==> src/inc/mpgk_consts.vh <==
`ifndef MPGK_CONSTS_VH
`define MPGK_CONSTS_VH
// register indices, byte address is index * 4
`define MPGK_IDX_B_DIR      6'h00
`define MPGK_IDX_C_DIR      6'h01
`define MPGK_IDX_A_PULL     6'h03
`define MPGK_IDX_B_ATT      6'h04
`define MPGK_IDX_C_ATT      6'h05
`define MPGK_IDX_A_VAL      6'h07
`define MPGK_IDX_B_VAL      6'h08
`define MPGK_IDX_C_VAL      6'h09
`define MPGK_IDX_B_SCAN     6'h1B
`define MPGK_IDX_C_SCAN     6'h1C
`define MPGK_IDX_CTRL       6'h30
`define MPGK_IDX_IRQ_STAT   6'h31
`define MPGK_IDX_IRQ_MASK   6'h32
// widths of implemented fields
`define MPGK_A_MASK         8'h3F
`define MPGK_B_MASK_NARROW  8'h3F
`define MPGK_C_SCAN_MASK    8'h01
`define MPGK_RST_VAL        8'h00
// control register fields
`define MPGK_CTRL_SLEEP     0
`define MPGK_CTRL_TWO_PORT  1
// status bits
`define MPGK_ST_WAKE        0
`define MPGK_ST_CHANGE      1
// scan pulse period and width, in ns
`define MPGK_SCAN_PERIOD_NS 1000
`define MPGK_SCAN_LOW_NS    200
`define MPGK_CLK_NS         8
`endif

==> src/hdl/mpgk_gpio.v <==
// Overview of operation
// - reset leaves ports A to C input, registers zero; port D pin five follows pd5_dir
// - port A six input-only pins
// - A pull enable connects pull resistor
// - A data bit picks pull direction
// - A read returns pin levels
// - four-port: A change in sleep wakes
// - two-port: B input-pin change (bits five to zero) in sleep wakes
// - direction bit one means output
// - input: data selects float or pull
// - output drives data, inverted by attribute
// - port D pin five drives low only
// - port B eight or six pins
// - B/C reads return pin levels
// - port C up to eight pins
// - per-pin key-scan select, two-port variants
// - B scan select bits five to zero
// - C scan select bit zero only
// - scan pin: pull-high, low pulses, wakes
`timescale 1ns/10ps
`include "mpgk_consts.vh"
module mpgk_gpio (
  input  wire        hclk,
  input  wire        hresetn,
  input  wire        hsel,
  input  wire [31:0] haddr,
  input  wire [1:0]  htrans,
  input  wire        hwrite,
  input  wire [2:0]  hsize,
  input  wire [31:0] hwdata,
  input  wire        hready,
  output wire [31:0] hrdata,
  output wire        hreadyout,
  output wire        hresp,
  input  wire [5:0]  pa_in,
  output wire [5:0]  pa_pull_en,
  output wire [5:0]  pa_pull_high,
  input  wire [7:0]  pb_in,
  output wire [7:0]  pb_out,
  output wire [7:0]  pb_oe,
  output wire [7:0]  pb_pull_en,
  output wire [7:0]  pb_pull_high,
  input  wire [7:0]  pc_in,
  output wire [7:0]  pc_out,
  output wire [7:0]  pc_oe,
  output wire [7:0]  pc_pull_en,
  output wire [7:0]  pc_pull_high,
  input  wire        pd5_dir,
  input  wire        pd5_att,
  input  wire        pd5_val,
  input  wire        pd5_scan,
  output wire        pd5_out,
  output wire        pd5_oe,
  output wire        pd5_pull_en,
  output wire        pd5_pull_high,
  output wire        wake,
  output wire        irq
);

  localparam [15:0] SCAN_PER = `MPGK_SCAN_PERIOD_NS / `MPGK_CLK_NS;
  localparam [15:0] SCAN_LOW = (`MPGK_SCAN_LOW_NS + `MPGK_CLK_NS - 1) / `MPGK_CLK_NS;

  reg  [7:0]  b_dir_q, c_dir_q, a_pull_q, b_att_q, c_att_q;
  reg  [7:0]  a_val_q, b_val_q, c_val_q, b_scan_q, c_scan_q;
  reg  [1:0]  ctrl_q;
  reg  [1:0]  stat_q;
  reg  [1:0]  mask_q;
  reg         wr_pend_q;
  reg         rd_pend_q;
  reg  [5:0]  idx_q;
  reg  [31:0] rdata_q;
  reg  [21:0] s1_q, s2_q, s3_q;
  reg  [21:0] sync_q;
  reg  [15:0] scan_cnt_q;
  reg  [1:0]  stat_d;

  wire [5:0]  a_pin = sync_q[5:0];
  wire [7:0]  b_pin = sync_q[13:6];
  wire [7:0]  c_pin = sync_q[21:14];
  wire        two_port = ctrl_q[`MPGK_CTRL_TWO_PORT];
  wire        sleep = ctrl_q[`MPGK_CTRL_SLEEP];
  wire [7:0]  b_mask = two_port ? `MPGK_B_MASK_NARROW : 8'hFF;
  wire        scan_low = scan_cnt_q < SCAN_LOW;
  wire        access = hsel & hready & htrans[1];
  wire        addr_ok = (haddr[1:0] == 2'h0) & (haddr[31:8] == 24'h000000);

  // pin encoding shared by ports B and C
  function [3:0] pin_cfg;
    input d, a, v, s, slp;
    reg scan_act;
    begin
      scan_act = s & slp;
      if (scan_act)
        pin_cfg = {1'b0, scan_low, 1'b1, 1'b1};
      else if (d)
        pin_cfg = {a ^ v, 1'b1, 1'b0, 1'b0};
      else
        pin_cfg = {1'b0, 1'b0, v, a & v};
    end
  endfunction

  genvar g;
  generate
    for (g = 0; g < 8; g = g + 1) begin : g_pin
      wire [3:0] cb = pin_cfg(b_dir_q[g], b_att_q[g], b_val_q[g], b_scan_q[g], sleep);
      wire [3:0] cc = pin_cfg(c_dir_q[g], c_att_q[g], c_val_q[g], c_scan_q[g], sleep);
      assign pb_out[g]       = cb[3];
      assign pb_oe[g]        = cb[2];
      assign pb_pull_en[g]   = cb[1];
      assign pb_pull_high[g] = cb[0];
      assign pc_out[g]       = cc[3];
      assign pc_oe[g]        = cc[2];
      assign pc_pull_en[g]   = cc[1];
      assign pc_pull_high[g] = cc[0];
    end
  endgenerate

  assign pa_pull_en   = a_pull_q[5:0];
  assign pa_pull_high = a_pull_q[5:0] & a_val_q[5:0];

  // open-drain pin: drives low when output and data equals attribute, or during the scan low pulse
  wire pd5_scan_act = pd5_scan & sleep;
  assign pd5_out       = 1'b0;
  assign pd5_oe        = pd5_scan_act ? scan_low : (pd5_dir & (pd5_att == pd5_val));
  assign pd5_pull_en   = pd5_scan_act | (~pd5_dir & pd5_val);
  assign pd5_pull_high = pd5_scan_act | (~pd5_dir & pd5_val & pd5_att);

  // three-stage pin sampling, change counted when stages two and three agree
  always @(posedge hclk or negedge hresetn) begin
    if (!hresetn) begin
      s1_q <= 22'h000000;
      s2_q <= 22'h000000;
      s3_q <= 22'h000000;
      sync_q <= 22'h000000;
    end else begin
      s1_q <= {pc_in, pb_in, pa_in};
      s2_q <= s1_q;
      s3_q <= s2_q;
      sync_q <= (s2_q & s3_q) | (sync_q & (s2_q | s3_q));
    end
  end

  // level change detection, wake-up in sleep
  wire [21:0] chg   = (s2_q & s3_q & ~sync_q) | (~s2_q & ~s3_q & sync_q);
  wire        a_chg = |chg[5:0] & ~two_port;
  wire        b_chg = |(chg[13:6] & ~b_dir_q & b_mask) & two_port;
  wire        k_chg = |(chg[13:6] & b_scan_q & b_mask) | (chg[14] & c_scan_q[0]);
  wire        wake_ev = sleep & (a_chg | b_chg | k_chg);
  assign wake = wake_ev;

  // fixed-frequency scan pulse
  always @(posedge hclk or negedge hresetn) begin
    if (!hresetn)
      scan_cnt_q <= 16'h0000;
    else if (!sleep || scan_cnt_q >= SCAN_PER - 16'h0001)
      scan_cnt_q <= 16'h0000;
    else
      scan_cnt_q <= scan_cnt_q + 16'h0001;
  end

  // read data, reserved bits zero
  function [7:0] rd_mux;
    input [5:0] i;
    begin
      case (i)
        `MPGK_IDX_B_DIR:    rd_mux = b_dir_q;
        `MPGK_IDX_C_DIR:    rd_mux = c_dir_q;
        `MPGK_IDX_A_PULL:   rd_mux = a_pull_q;
        `MPGK_IDX_B_ATT:    rd_mux = b_att_q;
        `MPGK_IDX_C_ATT:    rd_mux = c_att_q;
        `MPGK_IDX_A_VAL:    rd_mux = {2'b00, a_pin};
        `MPGK_IDX_B_VAL:    rd_mux = b_pin & b_mask;
        `MPGK_IDX_C_VAL:    rd_mux = c_pin;
        `MPGK_IDX_B_SCAN:   rd_mux = b_scan_q;
        `MPGK_IDX_C_SCAN:   rd_mux = c_scan_q;
        `MPGK_IDX_CTRL:     rd_mux = {6'h00, ctrl_q};
        `MPGK_IDX_IRQ_STAT: rd_mux = {6'h00, stat_q};
        `MPGK_IDX_IRQ_MASK: rd_mux = {6'h00, mask_q};
        default:            rd_mux = 8'h00;
      endcase
    end
  endfunction

  wire [7:0] wd = hwdata[7:0];
  wire       stat_rd = access & ~hwrite & addr_ok & (haddr[7:2] == `MPGK_IDX_IRQ_STAT);

  always @* begin
    stat_d = stat_q;
    if (stat_rd)
      stat_d = 2'b00;
    if (wake_ev)
      stat_d[`MPGK_ST_WAKE] = 1'b1;
    if (|chg)
      stat_d[`MPGK_ST_CHANGE] = 1'b1;
  end

  always @(posedge hclk or negedge hresetn) begin
    if (!hresetn) begin
      b_dir_q   <= `MPGK_RST_VAL;
      c_dir_q   <= `MPGK_RST_VAL;
      a_pull_q  <= `MPGK_RST_VAL;
      b_att_q   <= `MPGK_RST_VAL;
      c_att_q   <= `MPGK_RST_VAL;
      a_val_q   <= `MPGK_RST_VAL;
      b_val_q   <= `MPGK_RST_VAL;
      c_val_q   <= `MPGK_RST_VAL;
      b_scan_q  <= `MPGK_RST_VAL;
      c_scan_q  <= `MPGK_RST_VAL;
      ctrl_q    <= 2'b00;
      stat_q    <= 2'b00;
      mask_q    <= 2'b00;
      wr_pend_q <= 1'b0;
      rd_pend_q <= 1'b0;
      idx_q     <= 6'h00;
      rdata_q   <= 32'h00000000;
    end else begin
      stat_q    <= stat_d;
      wr_pend_q <= access & hwrite & addr_ok;
      rd_pend_q <= access & ~hwrite;
      if (access)
        idx_q <= haddr[7:2];
      if (access & ~hwrite)
        rdata_q <= addr_ok ? {24'h000000, rd_mux(haddr[7:2])} : 32'h00000000;
      if (wr_pend_q) begin
        case (idx_q)
          `MPGK_IDX_B_DIR:    b_dir_q  <= wd & b_mask;
          `MPGK_IDX_C_DIR:    c_dir_q  <= wd;
          `MPGK_IDX_A_PULL:   a_pull_q <= wd & `MPGK_A_MASK;
          `MPGK_IDX_B_ATT:    b_att_q  <= wd & b_mask;
          `MPGK_IDX_C_ATT:    c_att_q  <= wd;
          `MPGK_IDX_A_VAL:    a_val_q  <= wd & `MPGK_A_MASK;
          `MPGK_IDX_B_VAL:    b_val_q  <= wd & b_mask;
          `MPGK_IDX_C_VAL:    c_val_q  <= wd;
          `MPGK_IDX_B_SCAN:   b_scan_q <= two_port ? (wd & `MPGK_B_MASK_NARROW) : 8'h00;
          `MPGK_IDX_C_SCAN:   c_scan_q <= two_port ? (wd & `MPGK_C_SCAN_MASK) : 8'h00;
          `MPGK_IDX_CTRL:     ctrl_q   <= wd[1:0];
          `MPGK_IDX_IRQ_MASK: mask_q   <= wd[1:0];
          default: ;
        endcase
      end
    end
  end

  assign hrdata    = rdata_q;
  assign hreadyout = 1'b1;
  assign hresp     = 1'b0;
  assign irq       = |(stat_q & mask_q);

endmodule

==> config.mk <==
export PLATFORM = sky130hd
export DESIGN_NAME = mpgk_gpio
export DESIGN_NICKNAME = d
export VERILOG_FILES = /design/src/hdl/mpgk_gpio.v
export VERILOG_INCLUDE_DIRS = /design/src /design/src/inc
export SDC_FILE = /design/constraint.sdc
export NUM_CORES = 1
export LEC_CHECK = 0
export ABC_AREA = 1
export BUFFER_PORTS_ARGS = -buffer_cell sky130_fd_sc_hd__buf_2
export CAP_MARGIN = 15
export CORE_UTILIZATION = 40
export DETAILED_ROUTE_END_ITERATION = 10
export PLACE_DENSITY_LB_ADDON = 0.12
export SYNTH_ARGS = -nofsm -noshare
export SYNTH_HDL_FRONTEND = slang
export SYNTH_SLANG_ARGS = --single-unit
==> constraint.sdc <==
create_clock -name hclk -period 2.85 [get_ports hclk]
set_clock_uncertainty 0.2 [all_clocks]
set_input_delay 0.57 -clock hclk [delete_from_list [all_inputs] [get_ports hclk]]
set_output_delay 0.57 -clock hclk [all_outputs]
set_load 0.05 [all_outputs]
==> run summary <==
The die covers 0.02237 mm^2. Setup repair after global routing could not meet its margin everywhere. For the internal power of the cells, the log shows 4.122 mW.

Detailed routing inserted a total of 7072 vias. The worst slew margin relative to its limit is 44.60%, and the largest fanout on the critical path is 8. The average wire length per cell after detail routing is 14.09 um, and the layout-stage area growth over the synthesis result is 19.71%. The run gives 4 as the H-tree depth reported by CTS. Summed over all layers, the routed wires come to 21.40 mm.

The endpoint identified for the worst register-to-register timing path is ctrl_q[1]$_DFFE_PN0P_. Counting along the longest clock path gives a buffer depth of 2. Antenna diode count: 0. The first routing iteration left 382 violations. The cell area that synthesis handed to floorplanning was 0.008710 mm^2.

The number of nets in the layout is 1349. The commonest non-fill, non-tap cell in the layout is sky130_fd_sc_hd__nand2_1. Walking the worst path, the cells encountered are inv_1 -> ha_1 -> a21oi_1 -> nor4_2 -> nand2_1 -> buf_6 -> o21ai_4 -> buf_6 -> buf_8.

The worst setup path is captured at an output port. CTS saw 192 sinks. The die is 149.6 um wide.

In this run the worst setup path terminates at pb_oe[1]. Of the available clock period, the critical path in the final layout requires 99.26%. The fraction of final layout cells sized beyond drive strength 1 is 17.68%. The total overflow left after global routing is 0. The die is 149.6 um tall. The worst register-to-register path begins at idx_q[1]$_DFFE_PN0P_. Leakage power: 5.708 nW.

Power per cell area: 541.7 mW/mm^2. Entering global routing, the biggest net connects 68 pins. Setup violations remaining at the end of the flow were counted as 0. The logs give 0 for the hold violation count in the final report and 16.29 mm for the detailed placement HPWL. Summing all placed instances gives a cell area of 0.009778 mm^2.

For this run, the total global-route usage over all layers was measured as 20.16%. STA classifies the critical path startpoint as a flop. IR analysis of the VDD net gives a maximum drop of 0.4125 mV.

In this run the worst setup path begins at scan_cnt_q[0]$_DFF_PN0_. The cell seen most often among critical-path stages is sky130_fd_sc_hd__buf_6. The library cells used most frequently in the layout, excluding fill and tap cells, are 337 x sky130_fd_sc_hd__nand2_1, 192 x sky130_fd_sc_hd__dfrtp_1, 151 x sky130_fd_sc_hd__buf_2. During placement, the flow inserted port buffers numbering 160.

Of the total power, the clock network draws 40.1%. The number of clock buffers inserted by TritonCTS came out at 17. The flip-flop and latch count after synthesis is 192, and the transition time at the pin with the least slew margin is 0.8234 ns. For the number of warnings issued by yosys, the log shows 0. The power dissipated by switching net loads was 1.526 mW. The share of the Yosys chip area taken by registers is 55.16%.

In the post-synthesis netlist, the biggest area contributors are sky130_fd_sc_hd__dfrtp_1 55%, sky130_fd_sc_hd__nand2_1 15%, sky130_fd_sc_hd__o21ai_0 6.8%. Measured on the finished design, the core utilization comes to 49.29%. The flow ran to the end, and the final reports show no timing, DRC or antenna violations. For the first-pass iteration count of the detailed router, the log shows 5.

For the wire length of the first global-routing pass, the log shows 34.19 mm. The register-to-register path setup slack was 0.87 ns. Counting the fill cells in the layout gives 2088. The initial antenna violation count was 1.

The root buffer selected by CTS is sky130_fd_sc_hd__clkbuf_16. CTS clock-pin slew for the worst setup and hold paths: 0.07 ns. In this run, distinct cell masters in the synthesized netlist total 29.

Once the floorplan was initialized, standard cells occupied 41.17% of the core. The cell taking the most area after synthesis was sky130_fd_sc_hd__dfrtp_1. The worst endpoint required time was 2.08 ns. The count of mapped cells out of synthesis is 1053. Counting I/O delays and the setup requirement, the final critical path takes 2.829 ns.

The I/O pin count was 216; the average via count per standard cell was 4.656. Number of global-route vias before repair: 6428. Number of standard-cell rows in the floorplan: 53.

The non-filler instance count after layout came out at 1519. The min-delay analysis places its worst path in the category input pin to flop. TritonCTS built the clock tree.

The average instance in the mapped netlist occupies 8.271 um^2. The net switching share of the total power came out at 27.01%. The post-route cell area is 0.01043 mm^2. At the end of routability-driven placement, the weighted congestion stood at 0.9052.

The slowest stage of the critical path is the sky130_fd_sc_hd__dfrtp_1 cell. The type of the worst setup path is flop to output port. Based on the critical path, the design can be clocked at up to 353.5 MHz. The number of max-slew violations in the final report was 0; the max-capacitance violation count was 0. The share of total power in sequential cells is 51.3%, and the core area is 0.02115 mm^2.

Combinational logic is responsible for 8.7% of the overall power. The cell depth of the worst flop-to-flop path was 4; the post-route setup TNS was 0 ns. STA puts the critical path data arrival time at 2.06 ns. The run gives 0.44 ns as the clock latency at the later pin of the worst-skew pair. The number of placed instances, taps included, is 1485. In the routed design, unresolved DRC markers number 0. For the remaining number of nets flagged by the antenna check after routing, the log shows 0. Summed over its instances, the top area cell type makes up 55.16% of the synthesized netlist area.

The highest cell delay on the worst timing path is 0.41 ns.
## stage by stage
| step | power (mW) | hold slack (ns) | worst slack (ns) |
|---|---|---|---|
| 4_1_cts | 5.708 | 0.01424 | -0.01675 |
| 3_3_place_gp | 3.429 | 0.1315 | 0.2592 |
| 5_1_grt | 5.895 | 0.01241 | -0.1018 |
| 6_report | 5.648 | 0.03096 | 0.02099 |
| 2_1_floorplan | 3.259 | 0.07441 | 0.03112 |
| 3_5_place_dp | 3.440 | 0.1347 | 0.2863 |
## power by group through the flow
stage / clock network, mW / logic (mW) / registers [mW]
final: 2.26 / 0.491 / 2.89
after global routing: 2.43 / 0.557 / 2.91
after CTS: 2.32 / 0.496 / 2.89
after detailed placement: 0 / 0.493 / 2.95
after global placement: 0 / 0.486 / 2.94
after floorplan: 0 / 0.333 / 2.93
## what timing repair did
| item | 4_1_cts | 5_1_grt |
|---|---|---|
| cloned | 0 | 0 |
| hold endpoints to repair | 44 | 0 |
| hold buffers | 1 | 0 |
| pin swaps | 0 | 1 |
| resized for setup | 13 | 24 |
| setup buffers | 0 | 1 |
| endpoints found under the setup margin | 7 | 9 |
## cell usage after synthesis
library cell and number:
sky130_fd_sc_hd__inv_1 123, sky130_fd_sc_hd__nand2_1 337, sky130_fd_sc_hd__a21oi_1 6, sky130_fd_sc_hd__nor2_2 6, sky130_fd_sc_hd__nor2_1 105, sky130_fd_sc_hd__o21ai_0 119, sky130_fd_sc_hd__a22o_1 1, sky130_fd_sc_hd__conb_1 2
sky130_fd_sc_hd__nor4_1 5, sky130_fd_sc_hd__nor3_1 4, sky130_fd_sc_hd__nand2_2 1, sky130_fd_sc_hd__nand3b_1 2, sky130_fd_sc_hd__a22oi_1 1, sky130_fd_sc_hd__nor3b_1 4, sky130_fd_sc_hd__xor2_1 1, sky130_fd_sc_hd__dfrtp_1 192
sky130_fd_sc_hd__nor2_4 4, sky130_fd_sc_hd__clkbuf_1 10, sky130_fd_sc_hd__o21bai_1 1, sky130_fd_sc_hd__nand3_1 60, sky130_fd_sc_hd__or2_2 1, sky130_fd_sc_hd__o31ai_1 2, sky130_fd_sc_hd__buf_4 36, sky130_fd_sc_hd__clkinv_1 1
sky130_fd_sc_hd__inv_2 1, sky130_fd_sc_hd__ha_1 18, sky130_fd_sc_hd__nand4_1 8, sky130_fd_sc_hd__buf_2 1, sky130_fd_sc_hd__nor3_4 1
## area by class of cell
cell class | count | area, um^2 | share of cell area (%)
repair buffers | 172 | 980.9 | 9.408
clock inverters | 12 | 98.84 | 0.9480
clock buffers | 20 | 446.7 | 4.284
flip-flops and latches | 192 | 4805 | 46.08
well taps | 275 | 344.1 | 3.300
multi-input cells | 723 | 3282 | 31.48
inverters | 125 | 469.2 | 4.500
## flip-flops by register name (all words and copies together) (netlist names)
signal	count
c_scan_q	1
mask_q	2
sync_q	22
b_scan_q	6
a_val_q	6
c_val_q	8
c_dir_q	8
wr_pend_q	1
b_att_q	8
ctrl_q	2
b_val_q	8
s3_q	22
c_att_q	8
b_dir_q	8
s1_q	22
scan_cnt_q	16
hrdata	8
a_pull_q	6
idx_q	6
s2_q	22
stat_q	2
## logic make-up after synthesis
group / Yosys count / synth area share, %
AO/OA/AOI/OAI: 130 / 7.628
XOR/XNOR: 1 / 0.1006
adder cells (fa/ha/maj): 18 / 2.586
buffers and inverters: 172 / 8.978
flip-flops: 192 / 55.16
other: 2 / 0.08623
AND/OR/NAND/NOR: 538 / 25.46
## worst min path at each step
stage          depth (start not counted)  slack [ns]               start                      end
5_1_grt                                1        0.01            pa_in[0]        s1_q[0]$_DFF_PN0_
6_report                               1        0.03            pa_in[0]        s1_q[0]$_DFF_PN0_
4_1_cts                                1        0.01            pa_in[0]        s1_q[0]$_DFF_PN0_
3_3_place_gp                           0        0.13   s1_q[1]$_DFF_PN0_        s2_q[1]$_DFF_PN0_
2_1_floorplan                          0        0.07             hresetn  a_pull_q[0]$_DFFE_PN0P_
3_5_place_dp                           0        0.13  s1_q[15]$_DFF_PN0_       s2_q[15]$_DFF_PN0_
## per-layer routing
| layer | track usage (%) | vias up | share of wire [%] |
|---|---|---|---|
| met3 | 3.476 | 38 | 4.3 |
| li1 | - | 3618 | - |
| met5 | 0 | - | 0.051 |
| met2 | 32.62 | 176 | 47 |
| met4 | 7.398 | 2 | 2.1 |
| met1 | 27.08 | 3238 | 47 |
## worst max-delay path, delay by kind of cell (launching register included)
family | cells | cell delay, ns
compound gates | 2 | 0.22
fa+ha+maj | 1 | 0.14
buf+inv | 4 | 0.51
simple gates | 2 | 0.33
flops | 1 | 0.41
Note: power is estimated with default switching activity, not from simulation.
